## src/design/vpw_link_regs.vh

```
// register map, field positions, reset values and timing counts
`ifndef VPW_LINK_REGS_VH
`define VPW_LINK_REGS_VH
// apb byte addresses
`define OFS_COMMAND        12'h000
`define OFS_CONFIG         12'h004
`define OFS_STATUS         12'h008
`define OFS_COMPLETION     12'h00C
`define OFS_RX_DATA        12'h010
// command byte fields
`define GEN_CMD_MSB        7
`define GEN_CMD_LSB        5
`define ROUTE_MSB          4
`define ROUTE_LSB          2
`define RXCMD_MSB          1
`define RXCMD_LSB          0
// general commands
`define GC_NOP             3'h0
`define GC_STANDBY         3'h1
`define GC_BREAK           3'h2
`define GC_IFR_CRC         3'h3
`define GC_END_RETRY       3'h4
`define GC_IFR_NOCRC       3'h5
`define GC_ABORT           3'h7
// byte routing codes
`define BR_NONE            3'h0
`define BR_DATA            3'h1
`define BR_LAST            3'h3
`define BR_CONFIG          3'h4
`define BR_FIRST           3'h5
`define BR_CONFIG_NOW      3'h6
`define BR_FIRST_LAST      3'h7
// receive fifo commands
`define RC_NOP             2'h0
`define RC_FLUSH_BYTE      2'h2
`define RC_FLUSH_FRAME     2'h3
// configuration byte
`define CFG_RESET          8'h06
`define CFG_TEST_MODE      7
`define CFG_IMASK          4
`define CFG_IMODE          3
`define CFG_DIV_MSB        2
`define CFG_DIV_LSB        1
`define CFG_HIGH_SPEED     0
// timing
`define CLK_FREQ_MHZ       50
`define FAULT_TIME_US      60
`define FAULT_CYCLES       (`FAULT_TIME_US * `CLK_FREQ_MHZ)
`endif

```

## src/design/vpw_link_host_register_set.v

```verilog
// host register set of the vpw data link controller
//
// The address map and register access over APB were chosen for this implementation.
`timescale 1ns/1ps
`include "vpw_link_regs.vh"

module vpw_link_host_register_set #(
  parameter FAULT_CYCLES = `FAULT_CYCLES
) (
  // clock and reset
  input  wire        core_clk_in,
  input  wire        srst_in,
  // apb slave
  input  wire        psel_in,
  input  wire        penable_in,
  input  wire        pwrite_in,
  input  wire [11:0] paddr_in,
  input  wire [31:0] pwdata_in,
  output wire [31:0] prdata_out,
  output wire        pready_out,
  output wire        pslverr_out,
  // external clock and bus pins
  input  wire        ext_clk_in,
  input  wire        bus_rx_in,
  // protocol engine: tx fifo path
  output reg  [7:0]  tx_data_out,
  output reg         tx_first_out,
  output reg         tx_last_out,
  output reg         tx_push_out,
  input  wire        tx_push_ready_in,
  input  wire [3:0]  tx_level_in,
  // protocol engine: commands
  output reg         standby_out,
  output reg         send_break_out,
  output reg         ifr_send_out,
  output reg         ifr_crc_out,
  output reg         end_retry_out,
  output reg         abort_tx_out,
  output reg         bus_drive_in_use_out,
  input  wire        bus_drive_in,
  // protocol engine: rx fifo path
  input  wire [7:0]  rx_head_byte_in,
  input  wire        rx_head_is_code_in,
  input  wire [3:0]  rx_count_in,
  input  wire        rx_more_frame_in,
  output reg         rx_pop_out,
  output reg         rx_flush_frame_out,
  // configuration applied to the engine
  output reg  [7:0]  config_out,
  output reg         config_now_out,
  output reg         link_tick_out,
  // interrupt sources and request
  input  wire        int_default_in,
  input  wire        int_extra_in,
  output reg         int_req_out,
  output reg         int_req_n_out
);

  // -------------------------------------------------------------
  // pin synchronisers
  // -------------------------------------------------------------
  localparam TX_FULL_LEVEL   = 4'hF;
  localparam TX_ALMOST_LEVEL = 4'hA;

  reg [1:0] ext_clk_sync_ff;
  reg [1:0] bus_rx_sync_ff;
  reg       ext_clk_prev_ff;
  wire      ext_clk_s = ext_clk_sync_ff[1];
  wire      bus_active_s = bus_rx_sync_ff[1];

  // two stages before anything reads pin levels
  always @(posedge core_clk_in) begin
    if (srst_in) begin
      ext_clk_sync_ff <= 2'h0;
      bus_rx_sync_ff  <= 2'h0;
      ext_clk_prev_ff <= 1'b0;
    end else begin
      ext_clk_sync_ff <= {ext_clk_sync_ff[0], ext_clk_in};
      bus_rx_sync_ff  <= {bus_rx_sync_ff[0], bus_rx_in};
      ext_clk_prev_ff <= ext_clk_s;
    end
  end

  wire ext_rise = ext_clk_s & ~ext_clk_prev_ff;

  // -------------------------------------------------------------
  // apb decode
  // -------------------------------------------------------------
  wire acc     = psel_in & penable_in;
  wire hit_cmd = (paddr_in == `OFS_COMMAND);
  wire hit_cfg = (paddr_in == `OFS_CONFIG);
  wire hit_sts = (paddr_in == `OFS_STATUS);
  wire hit_cc  = (paddr_in == `OFS_COMPLETION);
  wire hit_rxd = (paddr_in == `OFS_RX_DATA);
  wire mapped  = hit_cmd | hit_cfg | hit_sts | hit_cc | hit_rxd;
  // command writes need the tx fifo to accept a routed byte
  wire [2:0] br_code = pwdata_in[`ROUTE_MSB:`ROUTE_LSB];
  wire to_fifo = (br_code == `BR_DATA) | (br_code == `BR_LAST) |
                 (br_code == `BR_FIRST) | (br_code == `BR_FIRST_LAST);
  wire stall   = acc & pwrite_in & hit_cmd & to_fifo & ~tx_push_ready_in;

  assign pready_out  = ~stall;
  // command is write only; config, status, completion and rx bytes are read only
  assign pslverr_out = acc & (~mapped | (pwrite_in & ~hit_cmd) |
                              (~pwrite_in & hit_cmd));
  wire cmd_wr = acc & pwrite_in & hit_cmd & ~stall;

  // -------------------------------------------------------------
  // command decode
  // -------------------------------------------------------------
  reg [7:0] cfg_ff;
  reg [7:0] nxt_cfg;
  reg [7:0] cfg_pending_ff;
  reg [7:0] nxt_cfg_pending;
  reg       cfg_pending_vld_ff;
  reg       nxt_cfg_pending_vld;
  wire [2:0] gc_code = pwdata_in[`GEN_CMD_MSB:`GEN_CMD_LSB];
  wire [1:0] rc_code = pwdata_in[`RXCMD_MSB:`RXCMD_LSB];
  wire frame_idle = bus_active_s == 1'b0;

  // all three fields of one write act in the same cycle
  always @(posedge core_clk_in) begin
    if (srst_in) begin
      standby_out        <= 1'b0;
      send_break_out     <= 1'b0;
      ifr_send_out       <= 1'b0;
      ifr_crc_out        <= 1'b0;
      end_retry_out      <= 1'b0;
      abort_tx_out       <= 1'b0;
      tx_push_out        <= 1'b0;
      tx_data_out        <= 8'h00;
      tx_first_out       <= 1'b0;
      tx_last_out        <= 1'b0;
      rx_pop_out         <= 1'b0;
      rx_flush_frame_out <= 1'b0;
    end else begin
      standby_out    <= cmd_wr & (gc_code == `GC_STANDBY);
      send_break_out <= cmd_wr & (gc_code == `GC_BREAK);
      end_retry_out  <= cmd_wr & (gc_code == `GC_END_RETRY);
      abort_tx_out   <= cmd_wr & (gc_code == `GC_ABORT);
      ifr_send_out   <= cmd_wr & ((gc_code == `GC_IFR_CRC) |
                                  (gc_code == `GC_IFR_NOCRC));
      if (cmd_wr & ((gc_code == `GC_IFR_CRC) | (gc_code == `GC_IFR_NOCRC))) begin
        ifr_crc_out <= (gc_code == `GC_IFR_CRC);
      end
      tx_push_out <= cmd_wr & to_fifo;
      if (cmd_wr & to_fifo) begin
        tx_data_out  <= pwdata_in[15:8];
        tx_first_out <= (br_code == `BR_FIRST) | (br_code == `BR_FIRST_LAST);
        tx_last_out  <= (br_code == `BR_LAST) | (br_code == `BR_FIRST_LAST);
      end
      rx_pop_out         <= cmd_wr & (rc_code == `RC_FLUSH_BYTE);
      rx_flush_frame_out <= cmd_wr & (rc_code == `RC_FLUSH_FRAME);
    end
  end

  // -------------------------------------------------------------
  // configuration byte
  // -------------------------------------------------------------
  // normal loads wait for an idle bus so a frame keeps its timing
  always @* begin
    nxt_cfg             = cfg_ff;
    nxt_cfg_pending     = cfg_pending_ff;
    nxt_cfg_pending_vld = cfg_pending_vld_ff;
    if (cfg_pending_vld_ff & frame_idle) begin
      nxt_cfg             = cfg_pending_ff;
      nxt_cfg_pending_vld = 1'b0;
    end
    if (cmd_wr & (br_code == `BR_CONFIG)) begin
      nxt_cfg_pending     = pwdata_in[15:8];
      nxt_cfg_pending_vld = 1'b1;
    end
    if (cmd_wr & (br_code == `BR_CONFIG_NOW)) begin
      nxt_cfg             = pwdata_in[15:8];
      nxt_cfg_pending_vld = 1'b0;
    end
  end

  always @(posedge core_clk_in) begin
    if (srst_in) begin
      cfg_ff             <= `CFG_RESET;
      cfg_pending_ff     <= `CFG_RESET;
      cfg_pending_vld_ff <= 1'b0;
      config_out         <= `CFG_RESET;
      config_now_out     <= 1'b0;
    end else begin
      cfg_ff             <= nxt_cfg;
      cfg_pending_ff     <= nxt_cfg_pending;
      cfg_pending_vld_ff <= nxt_cfg_pending_vld;
      config_out         <= nxt_cfg;
      config_now_out     <= cmd_wr & (br_code == `BR_CONFIG_NOW);
    end
  end

  wire       normal_mode = ~cfg_ff[`CFG_TEST_MODE] & (cfg_ff[6:5] == 2'h0);
  wire [1:0] div_sel     = cfg_ff[`CFG_DIV_MSB:`CFG_DIV_LSB];
  wire       fast        = cfg_ff[`CFG_HIGH_SPEED];

  // -------------------------------------------------------------
  // clock divider and link tick
  // -------------------------------------------------------------
  reg [1:0] div_cnt_ff;
  reg [1:0] fast_cnt_ff;
  reg       int_tick;

  // divisor is code plus one; fast mode lets every tick through
  always @(posedge core_clk_in) begin
    if (srst_in) begin
      div_cnt_ff    <= 2'h0;
      fast_cnt_ff   <= 2'h0;
      link_tick_out <= 1'b0;
      int_tick      <= 1'b0;
    end else begin
      int_tick <= 1'b0;
      if (ext_rise) begin
        if (div_cnt_ff >= div_sel) begin
          div_cnt_ff <= 2'h0;
          int_tick   <= 1'b1;
        end else begin
          div_cnt_ff <= div_cnt_ff + 2'h1;
        end
      end
      link_tick_out <= 1'b0;
      if (int_tick) begin
        fast_cnt_ff   <= fast_cnt_ff + 2'h1;
        link_tick_out <= fast | (fast_cnt_ff == 2'h3);
      end
    end
  end

  // -------------------------------------------------------------
  // network fault watchdog
  // -------------------------------------------------------------
  reg [15:0] fault_cnt_ff;
  reg        fault_ff;
  reg        bus_drive_q_ff;
  wire [31:0] fault_lim = FAULT_CYCLES;

  // fault sticks until the next drive sees the bus go active
  always @(posedge core_clk_in) begin
    if (srst_in) begin
      fault_cnt_ff         <= 16'h0000;
      fault_ff             <= 1'b0;
      bus_drive_q_ff       <= 1'b0;
      bus_drive_in_use_out <= 1'b0;
    end else begin
      bus_drive_q_ff       <= bus_drive_in;
      bus_drive_in_use_out <= bus_drive_in & ~fault_ff;
      if (!bus_drive_in | bus_active_s) begin
        fault_cnt_ff <= 16'h0000;
        if (bus_drive_in & bus_active_s) begin
          fault_ff <= 1'b0;
        end
      end else if (fault_cnt_ff >= fault_lim[15:0] - 16'h0001) begin
        fault_ff <= 1'b1;
      end else begin
        fault_cnt_ff <= fault_cnt_ff + 16'h0001;
      end
    end
  end

  // -------------------------------------------------------------
  // interrupt request
  // -------------------------------------------------------------
  always @(posedge core_clk_in) begin
    if (srst_in) begin
      int_req_out   <= 1'b0;
      int_req_n_out <= 1'b1;
    end else begin
      int_req_out   <= ~cfg_ff[`CFG_IMASK] & normal_mode &
                       (int_default_in | (cfg_ff[`CFG_IMODE] & int_extra_in));
      int_req_n_out <= ~(~cfg_ff[`CFG_IMASK] & normal_mode &
                       (int_default_in | (cfg_ff[`CFG_IMODE] & int_extra_in)));
    end
  end

  // -------------------------------------------------------------
  // status and completion code
  // -------------------------------------------------------------
  reg [2:0] rx_state;
  reg [1:0] tx_state;

  // receive fifo state from head type and depth
  always @* begin
    rx_state = 3'h0;
    if (rx_count_in == 4'h0) begin
      rx_state = 3'h0;
    end else if (rx_head_is_code_in) begin
      if (rx_count_in == 4'h1) begin
        rx_state = 3'h7;
      end else if (rx_more_frame_in) begin
        rx_state = 3'h6;
      end else begin
        rx_state = 3'h5;
      end
    end else if (rx_count_in == 4'hD) begin
      rx_state = 3'h3;
    end else if (rx_count_in == 4'h1) begin
      rx_state = 3'h4;
    end else if (rx_more_frame_in) begin
      rx_state = 3'h2;
    end else begin
      rx_state = 3'h1;
    end
  end

  always @* begin
    tx_state = 2'h1;
    if (tx_level_in == 4'h0) begin
      tx_state = 2'h0;
    end else if (tx_level_in >= TX_FULL_LEVEL) begin
      tx_state = 2'h3;
    end else if (tx_level_in >= TX_ALMOST_LEVEL) begin
      tx_state = 2'h2;
    end
  end

  // bits 7:5 rx state, 4 bus idle, 3 fault, 2 fast, 1:0 tx fifo state
  wire [7:0] status_byte = {rx_state, ~bus_active_s, fault_ff, fast, tx_state};
  wire [7:0] completion  = rx_head_is_code_in ? rx_head_byte_in : 8'h00;

  reg [7:0] rd_byte;
  always @* begin
    rd_byte = 8'h00;
    if (hit_sts) begin
      rd_byte = status_byte;
    end else if (hit_cc) begin
      rd_byte = completion;
    end else if (hit_rxd) begin
      rd_byte = rx_head_byte_in;
    end
  end

  assign prdata_out = (acc & ~pwrite_in) ? {24'h000000, rd_byte} : 32'h00000000;

endmodule

```

## config.mk

```make
export PLATFORM = sky130hd
export DESIGN_NAME = vpw_link_host_register_set
export DESIGN_NICKNAME = d
export VERILOG_FILES = /design/src/design/vpw_link_host_register_set.v
export VERILOG_INCLUDE_DIRS = /design/src /design/src/design
export SDC_FILE = /design/constraint.sdc
export NUM_CORES = 1
export LEC_CHECK = 0
export BUFFER_PORTS_ARGS = -buffer_cell sky130_fd_sc_hd__buf_4
export CAP_MARGIN = 20
export CELL_PAD_IN_SITES_DETAIL_PLACEMENT = 0
export CELL_PAD_IN_SITES_GLOBAL_PLACEMENT = 1
export CORE_MARGIN = 10
export CORE_UTILIZATION = 37
export CTS_CLUSTER_DIAMETER = 150
export DETAILED_ROUTE_END_ITERATION = 6
export GPL_ROUTABILITY_DRIVEN = 0
export PLACE_DENSITY_LB_ADDON = 0.1
export REMOVE_ABC_BUFFERS = 1
export SYNTH_ARGS = -nofsm -noshare
export SYNTH_HDL_FRONTEND = slang
export SYNTH_SLANG_ARGS = --single-unit
```

## constraint.sdc

```tcl
create_clock -name core_clk_in -period 2.75 [get_ports core_clk_in]
set_input_delay 0.55 -clock core_clk_in [delete_from_list [all_inputs] [get_ports core_clk_in]]
set_output_delay 0.55 -clock core_clk_in [all_outputs]
set_load 0.005 [all_outputs]
```

# [Word level (Yosys, flattened, before mapping)]
# Cells that the tools add are included.
[op_classes] addsub=3 n_lt_le_gt_ge=4 mux=24 eq_ne=22 n_mul=0 shifts=0 div=0 bitwise=56 reduce_logical=13
[ops] op="8-bit two-way mux" count=7
[ops] op="1-bit bitwise AND" count=28
[ops] op="12-bit by 4-bit == test with 1-bit output (second input constant)" count=2
[ops] op="3-bit == test (second input constant)" count=7
[ops] op="16-bit by 1-bit adder with 16-bit output (second input constant)" count=1
[ops] op="16-bit by 12-bit >= comparator with 1-bit output (second input constant)" count=1
[ops] op="1-bit bitwise OR" count=15
[ops] op="2-bit two-way mux" count=7
[ops] op="1-bit NOT" count=13
[ops] op="12-bit by 3-bit == test with 1-bit output (second input constant)" count=1
[ops] op="12-bit by 5-bit == test with 1-bit output (second input constant)" count=1
[ops] op="12-bit zero test" count=1
[ops] op="3-bit two-way mux" count=4
[ops] op="3-bit by 2-bit == test with 1-bit output (second input constant)" count=3
[ops] op="4-bit >= comparator (second input constant)" count=2
[ops] op="4-bit zero test" count=2
[ops] op="2-bit OR reduction" count=4
[ops] op="2-bit == test (second input constant)" count=3
[ops] op="3-bit by 1-bit == test with 1-bit output (second input constant)" count=2
[ops] op="1-bit two-way mux" count=6
[ops] op="2-bit nonzero test" count=3
[ops] op="2-bit by 1-bit adder with 2-bit output (second input constant)" count=2
[ops] op="4-bit by 1-bit == test with 1-bit output (second input constant)" count=1
[ops] op="4-bit == test (second input constant)" count=1
[ops] op="5 further kinds" count=5
[totals] latchBits=0 memories=0 reg_bits=68 wordCells=150 rom_bits=0 input_bits=73 ram_bits=0 out_inout_bits=66

# [Logic depth before layout (Yosys ltp)]
# Gate-level depths: netlist of run 1.
[logic_depth] ltp_word=10 mapped_depth=7 depth_no_buf=6

# [Least setup slack after synthesis of run 1]
# No wires, ideal clock.
[synth_timing] kind="input-to-output" startpoint="input port paddr_in[9]" endpoint="output port prdata_out[1]" setup_slack_ns=0.573 path_stages=4 n_path_buf=0 t_arrival_ns=1.627 path_cell_list="nor4_4 > nand4_1 > or2_2 > o2bb2ai_1"
[synth_via] elab_chain_cells=5
[synth_lines] item="start, declared" line_no="vpw_link_host_register_set.v:17" source="input wire [11:0] paddr_in,"
[synth_lines] item="12-bit by 5-bit == test with 1-bit output (no source line)"
[synth_lines] item="8-bit two-way mux" line_no="vpw_link_host_register_set.v:329" source="end else if (hit_rxd) begin"
[synth_lines] item="8-bit two-way mux" line_no="vpw_link_host_register_set.v:327" source="end else if (hit_cc) begin"
[synth_lines] item="8-bit two-way mux *" line_no="vpw_link_host_register_set.v:325" source="if (hit_sts) begin"
[synth_lines] item="8-bit two-way mux *" line_no="vpw_link_host_register_set.v:334" source="assign prdata_out = (acc & ~pwrite_in) ? {24'h000000, rd_byte} : 32'h00000000;"
[synth_lines] item="end, declared" line_no="vpw_link_host_register_set.v:19" source="output wire [31:0] prdata_out,"
# Mark *: on every way between the ends. The rest lies on a longest branch, timed or not.

# [Final worst setup path of run 1]
[layout_timing] startpoint="input port paddr_in[9]" endpoint="output port prdata_out[2]"
# Same word-level chain as after synthesis.

==> results.sh, run 1 <==
export IMPL_status="finished, final reports clean"
export IMPL_clk_pin_slew_ps=70
export IMPL_power_density_nw_per_um2=505
export IMPL_ctsHoldBuffers=0
export IMPL_dp_hpwl_mm=6.79
export IMPL_worst_pin_slew_ps=531
export IMPL_crit_chain="buf_4 -> nor4_4 -> o2111ai_1 -> nor2_1 -> a22o_1 -> buf_4"
export IMPL_crit_path_max_fanout=6
export IMPL_core_area_um2=8760
export IMPL_cpPeakStageDelay_ps=380
export IMPL_fillers=864
export IMPL_fmax_mhz=405
export IMPL_clock_path_buffers=2
export IMPL_yosysTopAreaCell="dfxtp_1"
export IMPL_layout_drive_gt1_share_pct=28.0
export IMPL_cp_arrival_ps=1920
export IMPL_cts_tree="built"
export IMPL_seq_power_share_pct=45.2
export IMPL_finalCritPeriodShare_pct=89.9
export IMPL_numCtsBuffers=9
export IMPL_cell_internal_pwr_mw=1.73
export IMPL_fin_util_pct=49.7
export IMPL_finalCriticalPeriod_ps=2470
export IMPL_hold_class="input port to flop"
export IMPL_nNetsFinal=555
export IMPL_drt_iter0_markers=147
export IMPL_route_vias_total=2937
export IMPL_rows=34
export IMPL_cts_root_buf="clkbuf_8"
export IMPL_setup_worst_path_class="input port to output port"
export IMPL_reg2reg_depth=6
export IMPL_comb_power_share_pct=7.7
export IMPL_rsz0062_at_grt="no"
export IMPL_async_flop_share_pct=0
export IMPL_max_cap_violations=0
export IMPL_multi_input_area_um2=1770
export IMPL_p_sw_mw=0.471
export IMPL_cts_resized_gates=0
export IMPL_yosys_register_bits=68
export IMPL_ys_types=50
export IMPL_post_cts_setup_buffers=0
export IMPL_synth_common_cells="dfxtp_1 (68), nor2_1 (27), a21oi_1 (24), buf_4 (24), o21ai_0 (23)"
export IMPL_ant_nets=0
export IMPL_swShare_pct=21.4
export IMPL_port_buffers=98
export IMPL_syn_inst=378
export IMPL_hold_viol_final=0
export IMPL_syn_avg_cell_area_um2=8.82
export IMPL_die_w_um=115
export IMPL_grt_max_degree=54
export IMPL_die_h_um=115
export IMPL_synthFlopType="dfxtp_1"
export IMPL_endpoint_kind="output port"
export IMPL_htreeDepth=3
export IMPL_yosysMostFrequentCell="dfxtp_1"
export IMPL_worst_path_most_repeated_cell="buf_4"
export IMPL_pwr_share_clk_pct=47.1
export IMPL_yosysWarnings=0
export IMPL_p_leak_nw=2.00
export IMPL_setup_viol=0
export IMPL_overflow=0
export IMPL_fin_tns_setup_ps=0
export IMPL_firstDrtPassIters=4
export IMPL_drv_slew=0
export IMPL_grt_pass1_wl_mm=14.7
export IMPL_die_area_um2=13200
export IMPL_holdPathStages=2
export IMPL_clock_latency_ps=340
export IMPL_slew_limit_headroom_pct=64.6
export IMPL_seq_area_um2=1360
export IMPL_fin_skew_ps=13.3
export IMPL_cp_required_ps=2200
export IMPL_via_per_inst=4.97
export IMPL_n_antenna_cell=0
export IMPL_clock_sink_count=68
export IMPL_synth_area_leaders="dfxtp_1 (41%), mux2i_1 (5.4%), buf_4 (5.4%)"
export IMPL_synthesis_area_um2=3340
export IMPL_power_total_mw=2.20
export IMPL_yosysTopAreaCellShare_pct=40.8
export IMPL_drt_wl_total_mm=8.87
export IMPL_start_util_pct=38.1
export IMPL_worst_ir_drop_vdd_mv=0.377
export IMPL_worst_setup_path_start_kind="input port"
export IMPL_synth_edf_count=0
export IMPL_grt_pass1_vias=2988
export IMPL_antenna_found_initial=0
export IMPL_track_usage_pct=13.5
export IMPL_yosysSeqAreaShare_pct=40.8
export IMPL_drcViolationCount=0
export IMPL_area_delta_synth_final_pct=30.7
export IMPL_crit_slowest_cell="nor2_1"
export IMPL_io_pins=139
export IMPL_wire_per_inst_um=15.0
## layout by cell type (no fill, tap or decap), types with 15 or more instances in the layout
master      n
a21oi_1    24
nand3_1    18
mux2i_1    18
nor2_1     27
dfxtp_1    68
o21ai_0    23
buf_4     106
nor3_1     16
nand2b_1   16
nand2_1    15
conb_1     24
## stage by stage
stage                     std cells  instance area [um2]  setup WS, ps  hold slack [ps]
after CTS                       591                 4360           255              351
after global placement          575                 4100           274              418
after detailed placement        575                 4100           259              422
final                           591                 4360           279              370
after floorplan                 361                 3170           573              414
after global routing            591                 4360          94.1              354
## worst max-delay path: cells and delay by family
| kind | cells | cell delay (ps) |
|---|---|---|
| buffers and inverters | 2 | 220 |
| and+or+nand+nor | 2 | 710 |
| AOI/OAI and AO/OA | 2 | 440 |
## metal layers
layer  GRT usage, %  wire length [um]  up-vias
li1               -                 -     1508
met1           15.9              3760     1336
met2           22.3              4230       84
met3           5.21               783        9
met4           4.21                96        0
met5              0                 0        -
## final timing paths
| path | start | slack [ps] | endpoint |
|---|---|---|---|
| setup / recovery | paddr_in[9] | 280 | prdata_out[2] |
| hold / removal | pwdata_in[0] | 370 | rx_pop_out$_SDFF_PP0_ |
| setup reg to reg | fault_cnt_ff[0]$_SDFFE_PP0N_ | 830 | fault_cnt_ff[7]$_SDFFE_PP0N_ |
| hold reg to reg | ext_clk_sync_ff[0]$_SDFF_PP0_ | 440 | ext_clk_sync_ff[1]$_SDFF_PP0_ |
## power groups by stage
stage	clock, mW	sequential (mW)	combinational, mW
3_5_place_dp	0	1.02	0.169
5_1_grt	1.12	0.997	0.190
4_1_cts	1.06	0.996	0.170
3_3_place_gp	0	1.02	0.167
6_report	1.04	0.996	0.170
2_1_floorplan	0	1.02	0.0578
## cell families (layout without fill, tap and decap cells)
logic type,count (synthesis),in the layout,synth area share (%)
other,1,24,0.112
xor gates and xnor gates,3,3,0.788
DFF,68,68,40.8
AOI/OAI and AO/OA,74,74,13.7
adders and majority gates,4,4,1.50
and+or+nand+nor,158,158,28.1
buffers and inverters,49,131,8.59
muxes,21,21,6.41
## flip-flops by register name, summed over array words and instances (netlist names), 2 cells and up
signal / count
cfg_pending_ff: 8
tx_data_out: 8
ext_clk_sync_ff: 2
bus_rx_sync_ff: 2
fast_cnt_ff: 2
div_cnt_ff: 2
fault_cnt_ff: 16
cfg_ff: 8
## layout make-up
| type | instances | share of cell area, % |
|---|---|---|
| multi-input cells | 284 | 40.7 |
| flip-flops and latches | 68 | 31.2 |
| repair buffers | 106 | 18.3 |
| clock buffers | 11 | 3.47 |
| well taps | 108 | 3.10 |
| clock inverters | 5 | 2.47 |
| inverters | 9 | 0.775 |
(Power assumes the default switching activity.)
==> run 2: changes to the inputs <==
- CORE_UTILIZATION: 37 -> 31
- clock period: 2.75 -> 2.25 ns (I/O delays scaled with it)
==> run 2 against run 1 <==
  * Die area rose by 16%
  * Combinational power rose by 25%
  * Clock power barely moved
  * Power rose by 11%
  * Wire length rose by 5.7%
  * Design area rose by 0.43%
  * Sequential power rose by 22%
  * Global-route usage fell by 1.2 points
  * Core utilization fell by 7.7 points
  * Sequential share of layout area fell by 0.13 points
  * First-iteration DRC count rose by 6.8%
  * Hold slack got worse by 100 ps
  * Critical endpoint is now prdata_out[3]
  * Highest routed layer unchanged
==> results.sh, run 2 (synthesized netlist as in run 1, its figures left out) <==
export IMPL_area_delta_synth_final_pct=31.2
export IMPL_firstDrtPassIters=4
export IMPL_comb_power_share_pct=8.7
export IMPL_p_sw_mw=0.564
export IMPL_top_register="fault_cnt_ff"
export IMPL_multi_input_area_um2=1780
export IMPL_power_total_mw=2.45
export IMPL_worst_ir_drop_vdd_mv=0.265
export IMPL_min_from="pwdata_in[0]"
export IMPL_clock_path_buffers=2
export IMPL_grt_pass1_vias=2983
export IMPL_io_pins=139
export IMPL_clock_sink_count=68
export IMPL_rrSetupSlack_ps=310
export IMPL_cell_internal_pwr_mw=1.89
export IMPL_layout_common_cells="buf_4 (111), dfxtp_1 (68), nor2_1 (27), a21oi_1 (24), conb_1 (24)"
export IMPL_seq_area_um2=1360
export IMPL_fillers=1079
export IMPL_layout_commonest_cell="buf_4"
export IMPL_drcViolationCount=0
export IMPL_endpoint_kind="output port"
export IMPL_rows=37
export IMPL_grt_pass1_wl_mm=15.0
export IMPL_nNetsFinal=560
export IMPL_p_leak_nw=2.00
export IMPL_hold_end="rx_pop_out$_SDFF_PP0_"
export IMPL_n_antenna_cell=0
export IMPL_largest_reg_flops=16
export IMPL_power_density_nw_per_um2=560
export IMPL_place_ws_ps=47.2
export IMPL_port_buffers=98
export IMPL_overflow=0
export IMPL_slew_limit_headroom_pct=64.7
export IMPL_worst_r2r_endpoint="fault_cnt_ff[7]$_SDFFE_PP0N_"
export IMPL_drv_slew=0
export IMPL_dp_hpwl_mm=7.34
export IMPL_holdPathStages=2
export IMPL_drt_iter0_markers=157
export IMPL_setup_viol=0
export IMPL_crit_path_max_fanout=4
export IMPL_r2r_start="fault_cnt_ff[0]$_SDFFE_PP0N_"
export IMPL_die_w_um=124
export IMPL_cp_required_ps=1800
export IMPL_die_area_um2=15300
export IMPL_drt_wl_total_mm=9.37
export IMPL_die_h_um=124
export IMPL_wire_per_inst_um=15.0
export IMPL_htreeDepth=3
export IMPL_setup_worst_path_class="input port to output port"
export IMPL_worst_pin_slew_ps=529
export IMPL_ant_nets=0
export IMPL_grt_max_degree=29
export IMPL_via_per_inst=4.80
export IMPL_fin_tns_setup_ps=0
export IMPL_setup_slack_ps=103
export IMPL_rsz0062_at_grt="yes"
export IMPL_numCtsBuffers=9
export IMPL_cts_tree="built"
export IMPL_reg2reg_depth=6
export IMPL_post_cts_setup_buffers=0
export IMPL_layout_drive_gt1_share_pct=28.5
export IMPL_start_util_pct=32.0
export IMPL_clk_pin_slew_ps=70
export IMPL_seq_power_share_pct=49.7
export IMPL_cts_root_buf="clkbuf_8"
export IMPL_clock_latency_ps=340
export IMPL_antenna_found_initial=0
export IMPL_hold_viol_final=0
export IMPL_worst_setup_path_start_kind="input port"
export IMPL_finalCritPeriodShare_pct=95.4
export IMPL_cp_arrival_ps=1700
export IMPL_route_vias_total=2993
export IMPL_track_usage_pct=12.3
export IMPL_finalCriticalPeriod_ps=2150
export IMPL_fin_skew_ps=3.06
export IMPL_fmax_mhz=466
export IMPL_hold_class="input port to flop"
export IMPL_status="finished, final reports clean"
export IMPL_pwr_share_clk_pct=41.7
export IMPL_core_area_um2=10400
export IMPL_max_cap_violations=0
export IMPL_swShare_pct=23.0
[run 2: changes by cell type in the layout (fill, tap and decap cells not counted), sizes merged]
| cell | delta |
|---|---|
| buf | +5 |
| bufinv | -2 |
| clkbuf | +1 |
| clkinvlp | +1 |
[run 2: power by group through the flow]
stage / Combinational, mW / Clock [mW] / Sequential (mW)
after floorplan: 0.0707 / 0 / 1.24
after global placement: 0.210 / 0 / 1.25
after detailed placement: 0.212 / 0 / 1.25
after CTS: 0.213 / 1.07 / 1.22
after global routing: 0.237 / 1.12 / 1.22
final: 0.213 / 1.02 / 1.22
[run 2: routing by layer]
layer | global-route usage, % | part of all wire, %
met2 | 21.5 | 50
met4 | 3.71 | 1.0
met5 | 0 | 0
met1 | 13.6 | 43
met3 | 4.75 | 6.3
[run 2: final cells by class]
| type | count | area share (%) |
|---|---|---|
| clock inverter | 4 | 1.09 |
| timing repair buffer | 111 | 19.0 |
| tap | 136 | 3.89 |
| clock buffer | 12 | 3.54 |
| multi-input combinational | 284 | 40.6 |
| inverter | 9 | 0.772 |
| sequential | 68 | 31.1 |
[run 2: stage by stage]
stage | utilization, % | hold slack [ps] | std cells | cell area (um2)
floorplan | - | 414 | 361 | 3170
detailed placement | 40.1 | 428 | 608 | 4170
CTS | 42.0 | 251 | 624 | 4380
finish | 42.0 | 270 | 624 | 4380
global placement | 40.1 | 418 | 608 | 4170
global route | 42.0 | 244 | 624 | 4380
[run 2: worst max path at each step]
stage               cells past startpoint  slack [ps]                       endpoint                    startpoint
floorplan                               5         150  fault_cnt_ff[11]$_SDFFE_PP0N_  fault_cnt_ff[0]$_SDFFE_PP0N_
global placement                        6          70                  prdata_out[4]                   paddr_in[9]
detailed placement                      6          50                  prdata_out[1]                   paddr_in[9]
global route                            6         -40                  prdata_out[2]                  paddr_in[10]
finish                                  6         100                  prdata_out[3]                  paddr_in[10]
CTS                                     6          50                  prdata_out[1]                   paddr_in[4]
[run 2: repair_timing]
item / 4_1_cts / 5_1_grt
hold endpoints to repair: 0 / 0
setup endpoints to repair: 0 / 7
hold buffers: 0 / 0
resized for setup: 0 / 1
[run 2: worst max-delay path: stages]
cell,delay (ps)
buf_4,120
nor4_4,320
nand4_1,230
nor2_1,290
a22o_1,180
buf_4,110
==> run 3: changes to the inputs <==
- CTS_BUF_LIST: default -> sky130_fd_sc_hd__clkbuf_16
==> run 3 against run 2 <==
  * Via count up 0.47%
  * Setup slack got worse by 3.0 ps
  * Sequential power is essentially flat
  * Power rose by 14%
  * Hold slack better by 15 ps
  * Non-clock buffer count is the same
==> results.sh, run 3 (synthesized netlist as in run 1, its figures left out) <==
export IMPL_place_ws_ps=47.2
export IMPL_endpoint_kind="output port"
export IMPL_drcViolationCount=0
export IMPL_finalCritPeriodShare_pct=95.5
export IMPL_max_cap_violations=0
export IMPL_dp_hpwl_mm=7.34
export IMPL_cp_required_ps=1800
export IMPL_nNetsFinal=560
export IMPL_clock_path_buffers=2
export IMPL_grt_max_degree=29
export IMPL_setup_slack_ps=100
export IMPL_fmax_mhz=465
export IMPL_rrSetupSlack_ps=310
export IMPL_io_pins=139
export IMPL_ctsHoldBuffers=0
export IMPL_reg2reg_depth=6
export IMPL_n_antenna_cell=0
export IMPL_p_leak_nw=2.03
export IMPL_fin_skew_ps=3.63
export IMPL_layout_commonest_cell="buf_4"
export IMPL_overflow=0
export IMPL_worst_path_most_repeated_cell="buf_4"
export IMPL_holdWs_ps=285
export IMPL_via_per_inst=4.82
export IMPL_slew_limit_headroom_pct=64.8
export IMPL_drt_iter0_markers=149
export IMPL_placed_cell_area_um2=4170
export IMPL_grt_pass1_vias=2981
export IMPL_cp_top_family="simple AND/OR/NAND/NOR gates"
export IMPL_drt_wl_total_mm=9.40
export IMPL_worst_setup_path_start_kind="input port"
export IMPL_r2r_start="fault_cnt_ff[0]$_SDFFE_PP0N_"
export IMPL_worst_r2r_endpoint="fault_cnt_ff[7]$_SDFFE_PP0N_"
export IMPL_setup_worst_path_class="input port to output port"
export IMPL_crit_path_max_fanout=4
export IMPL_fin_tns_setup_ps=0
export IMPL_ant_nets=0
export IMPL_min_from="pwdata_in[0]"
export IMPL_worst_pin_slew_ps=528
export IMPL_die_w_um=124
export IMPL_hold_end="rx_pop_out$_SDFF_PP0_"
export IMPL_top_register="fault_cnt_ff"
export IMPL_route_vias_total=3007
export IMPL_rsz0062_at_grt="yes"
export IMPL_status="finished, final reports clean"
export IMPL_firstDrtPassIters=4
export IMPL_drv_slew=0
export IMPL_grt_pass1_wl_mm=15.1
export IMPL_power_total_mw=2.78
export IMPL_clock_sink_count=68
export IMPL_cts_tree="built"
export IMPL_track_usage_pct=12.3
export IMPL_core_area_um2=10400
export IMPL_port_buffers=98
export IMPL_power_density_nw_per_um2=624
export IMPL_cpPeakStageDelay_ps=310
export IMPL_finalCriticalPeriod_ps=2150
export IMPL_layout_common_cells="buf_4 (111), dfxtp_1 (68), nor2_1 (27), a21oi_1 (24), conb_1 (24)"
export IMPL_htreeDepth=3
export IMPL_area_delta_synth_final_pct=33.7
export IMPL_clk_pin_slew_ps=60
export IMPL_antenna_found_initial=0
export IMPL_largest_reg_flops=16
export IMPL_clock_latency_ps=330
export IMPL_crit_chain="buf_4 -> nor4_4 -> nand4_1 -> nor2_1 -> a22o_1 -> buf_4"
export IMPL_die_area_um2=15300
export IMPL_worst_ir_drop_vdd_mv=0.302
export IMPL_hold_viol_final=0
export IMPL_hold_class="input port to flop"
export IMPL_setup_viol=0
export IMPL_cp_arrival_ps=1700
export IMPL_crit_slowest_cell="nor4_4"
export IMPL_cts_root_buf="clkbuf_16"
export IMPL_layout_drive_gt1_share_pct=28.1
export IMPL_numCtsBuffers=9
export IMPL_finish_instance_area_um2=4460
export IMPL_start_util_pct=32.0
export IMPL_holdPathStages=2
export IMPL_die_h_um=124
export IMPL_wire_per_inst_um=15.1
export IMPL_rows=37
export IMPL_crit_buf_inv=2
export IMPL_post_cts_setup_buffers=0
-- run 3: cell count changes in the layout (fill, tap and decap cells not counted), sizes merged --
cell,delta
clkinv,+2
inv,+1
clkbuf,-3
-- run 3: cell type report --
type                       count  area (um2)
inverter                       9        33.8
clock inverter                 7        58.8
tap                          136         170
clock buffer                   9         225
multi-input combinational    284        1780
fill                        1064        5960
sequential                    68        1360
timing repair buffer         111         833
-- run 3: repair_timing --
item	4_1_cts	5_1_grt
endpoints found under the hold margin	0	0
endpoints found under the setup margin	0	7
resized for setup	0	1
-- run 3: how the worst max path moves through the flow --
stage,startpoint,slack (ps),cells after the start,to
2_1_floorplan,fault_cnt_ff[0]$_SDFFE_PP0N_,150,5,fault_cnt_ff[11]$_SDFFE_PP0N_
3_3_place_gp,paddr_in[9],70,6,prdata_out[4]
3_5_place_dp,paddr_in[9],50,6,prdata_out[1]
4_1_cts,paddr_in[4],50,6,prdata_out[1]
5_1_grt,paddr_in[10],-40,6,prdata_out[2]
6_report,paddr_in[4],100,6,prdata_out[3]
-- run 3: metal layers --
| layer | GRT usage [%] | share of wire (%) | up-vias |
|---|---|---|---|
| met5 | 0 | 0 | - |
| met4 | 3.93 | 1.2 | 0 |
| met3 | 4.62 | 6.4 | 11 |
| met2 | 21.5 | 50 | 71 |
| met1 | 13.7 | 43 | 1405 |
| li1 | - | - | 1520 |
-- run 3: stage by stage --
step / utilization [%] / cells
2_1_floorplan: - / 361
3_5_place_dp: 40.1 / 608
3_3_place_gp: 40.1 / 608
4_1_cts: 42.8 / 624
6_report: 42.8 / 624
5_1_grt: 42.8 / 624
-- run 3: power breakdown --
part,internal (mW),leakage [nW],switching [mW]
logic,0.106,1.34,0.107
clock network,0.841,0.141,0.510
registers,1.21,0.550,0.00471
total,2.16,2.03,0.622
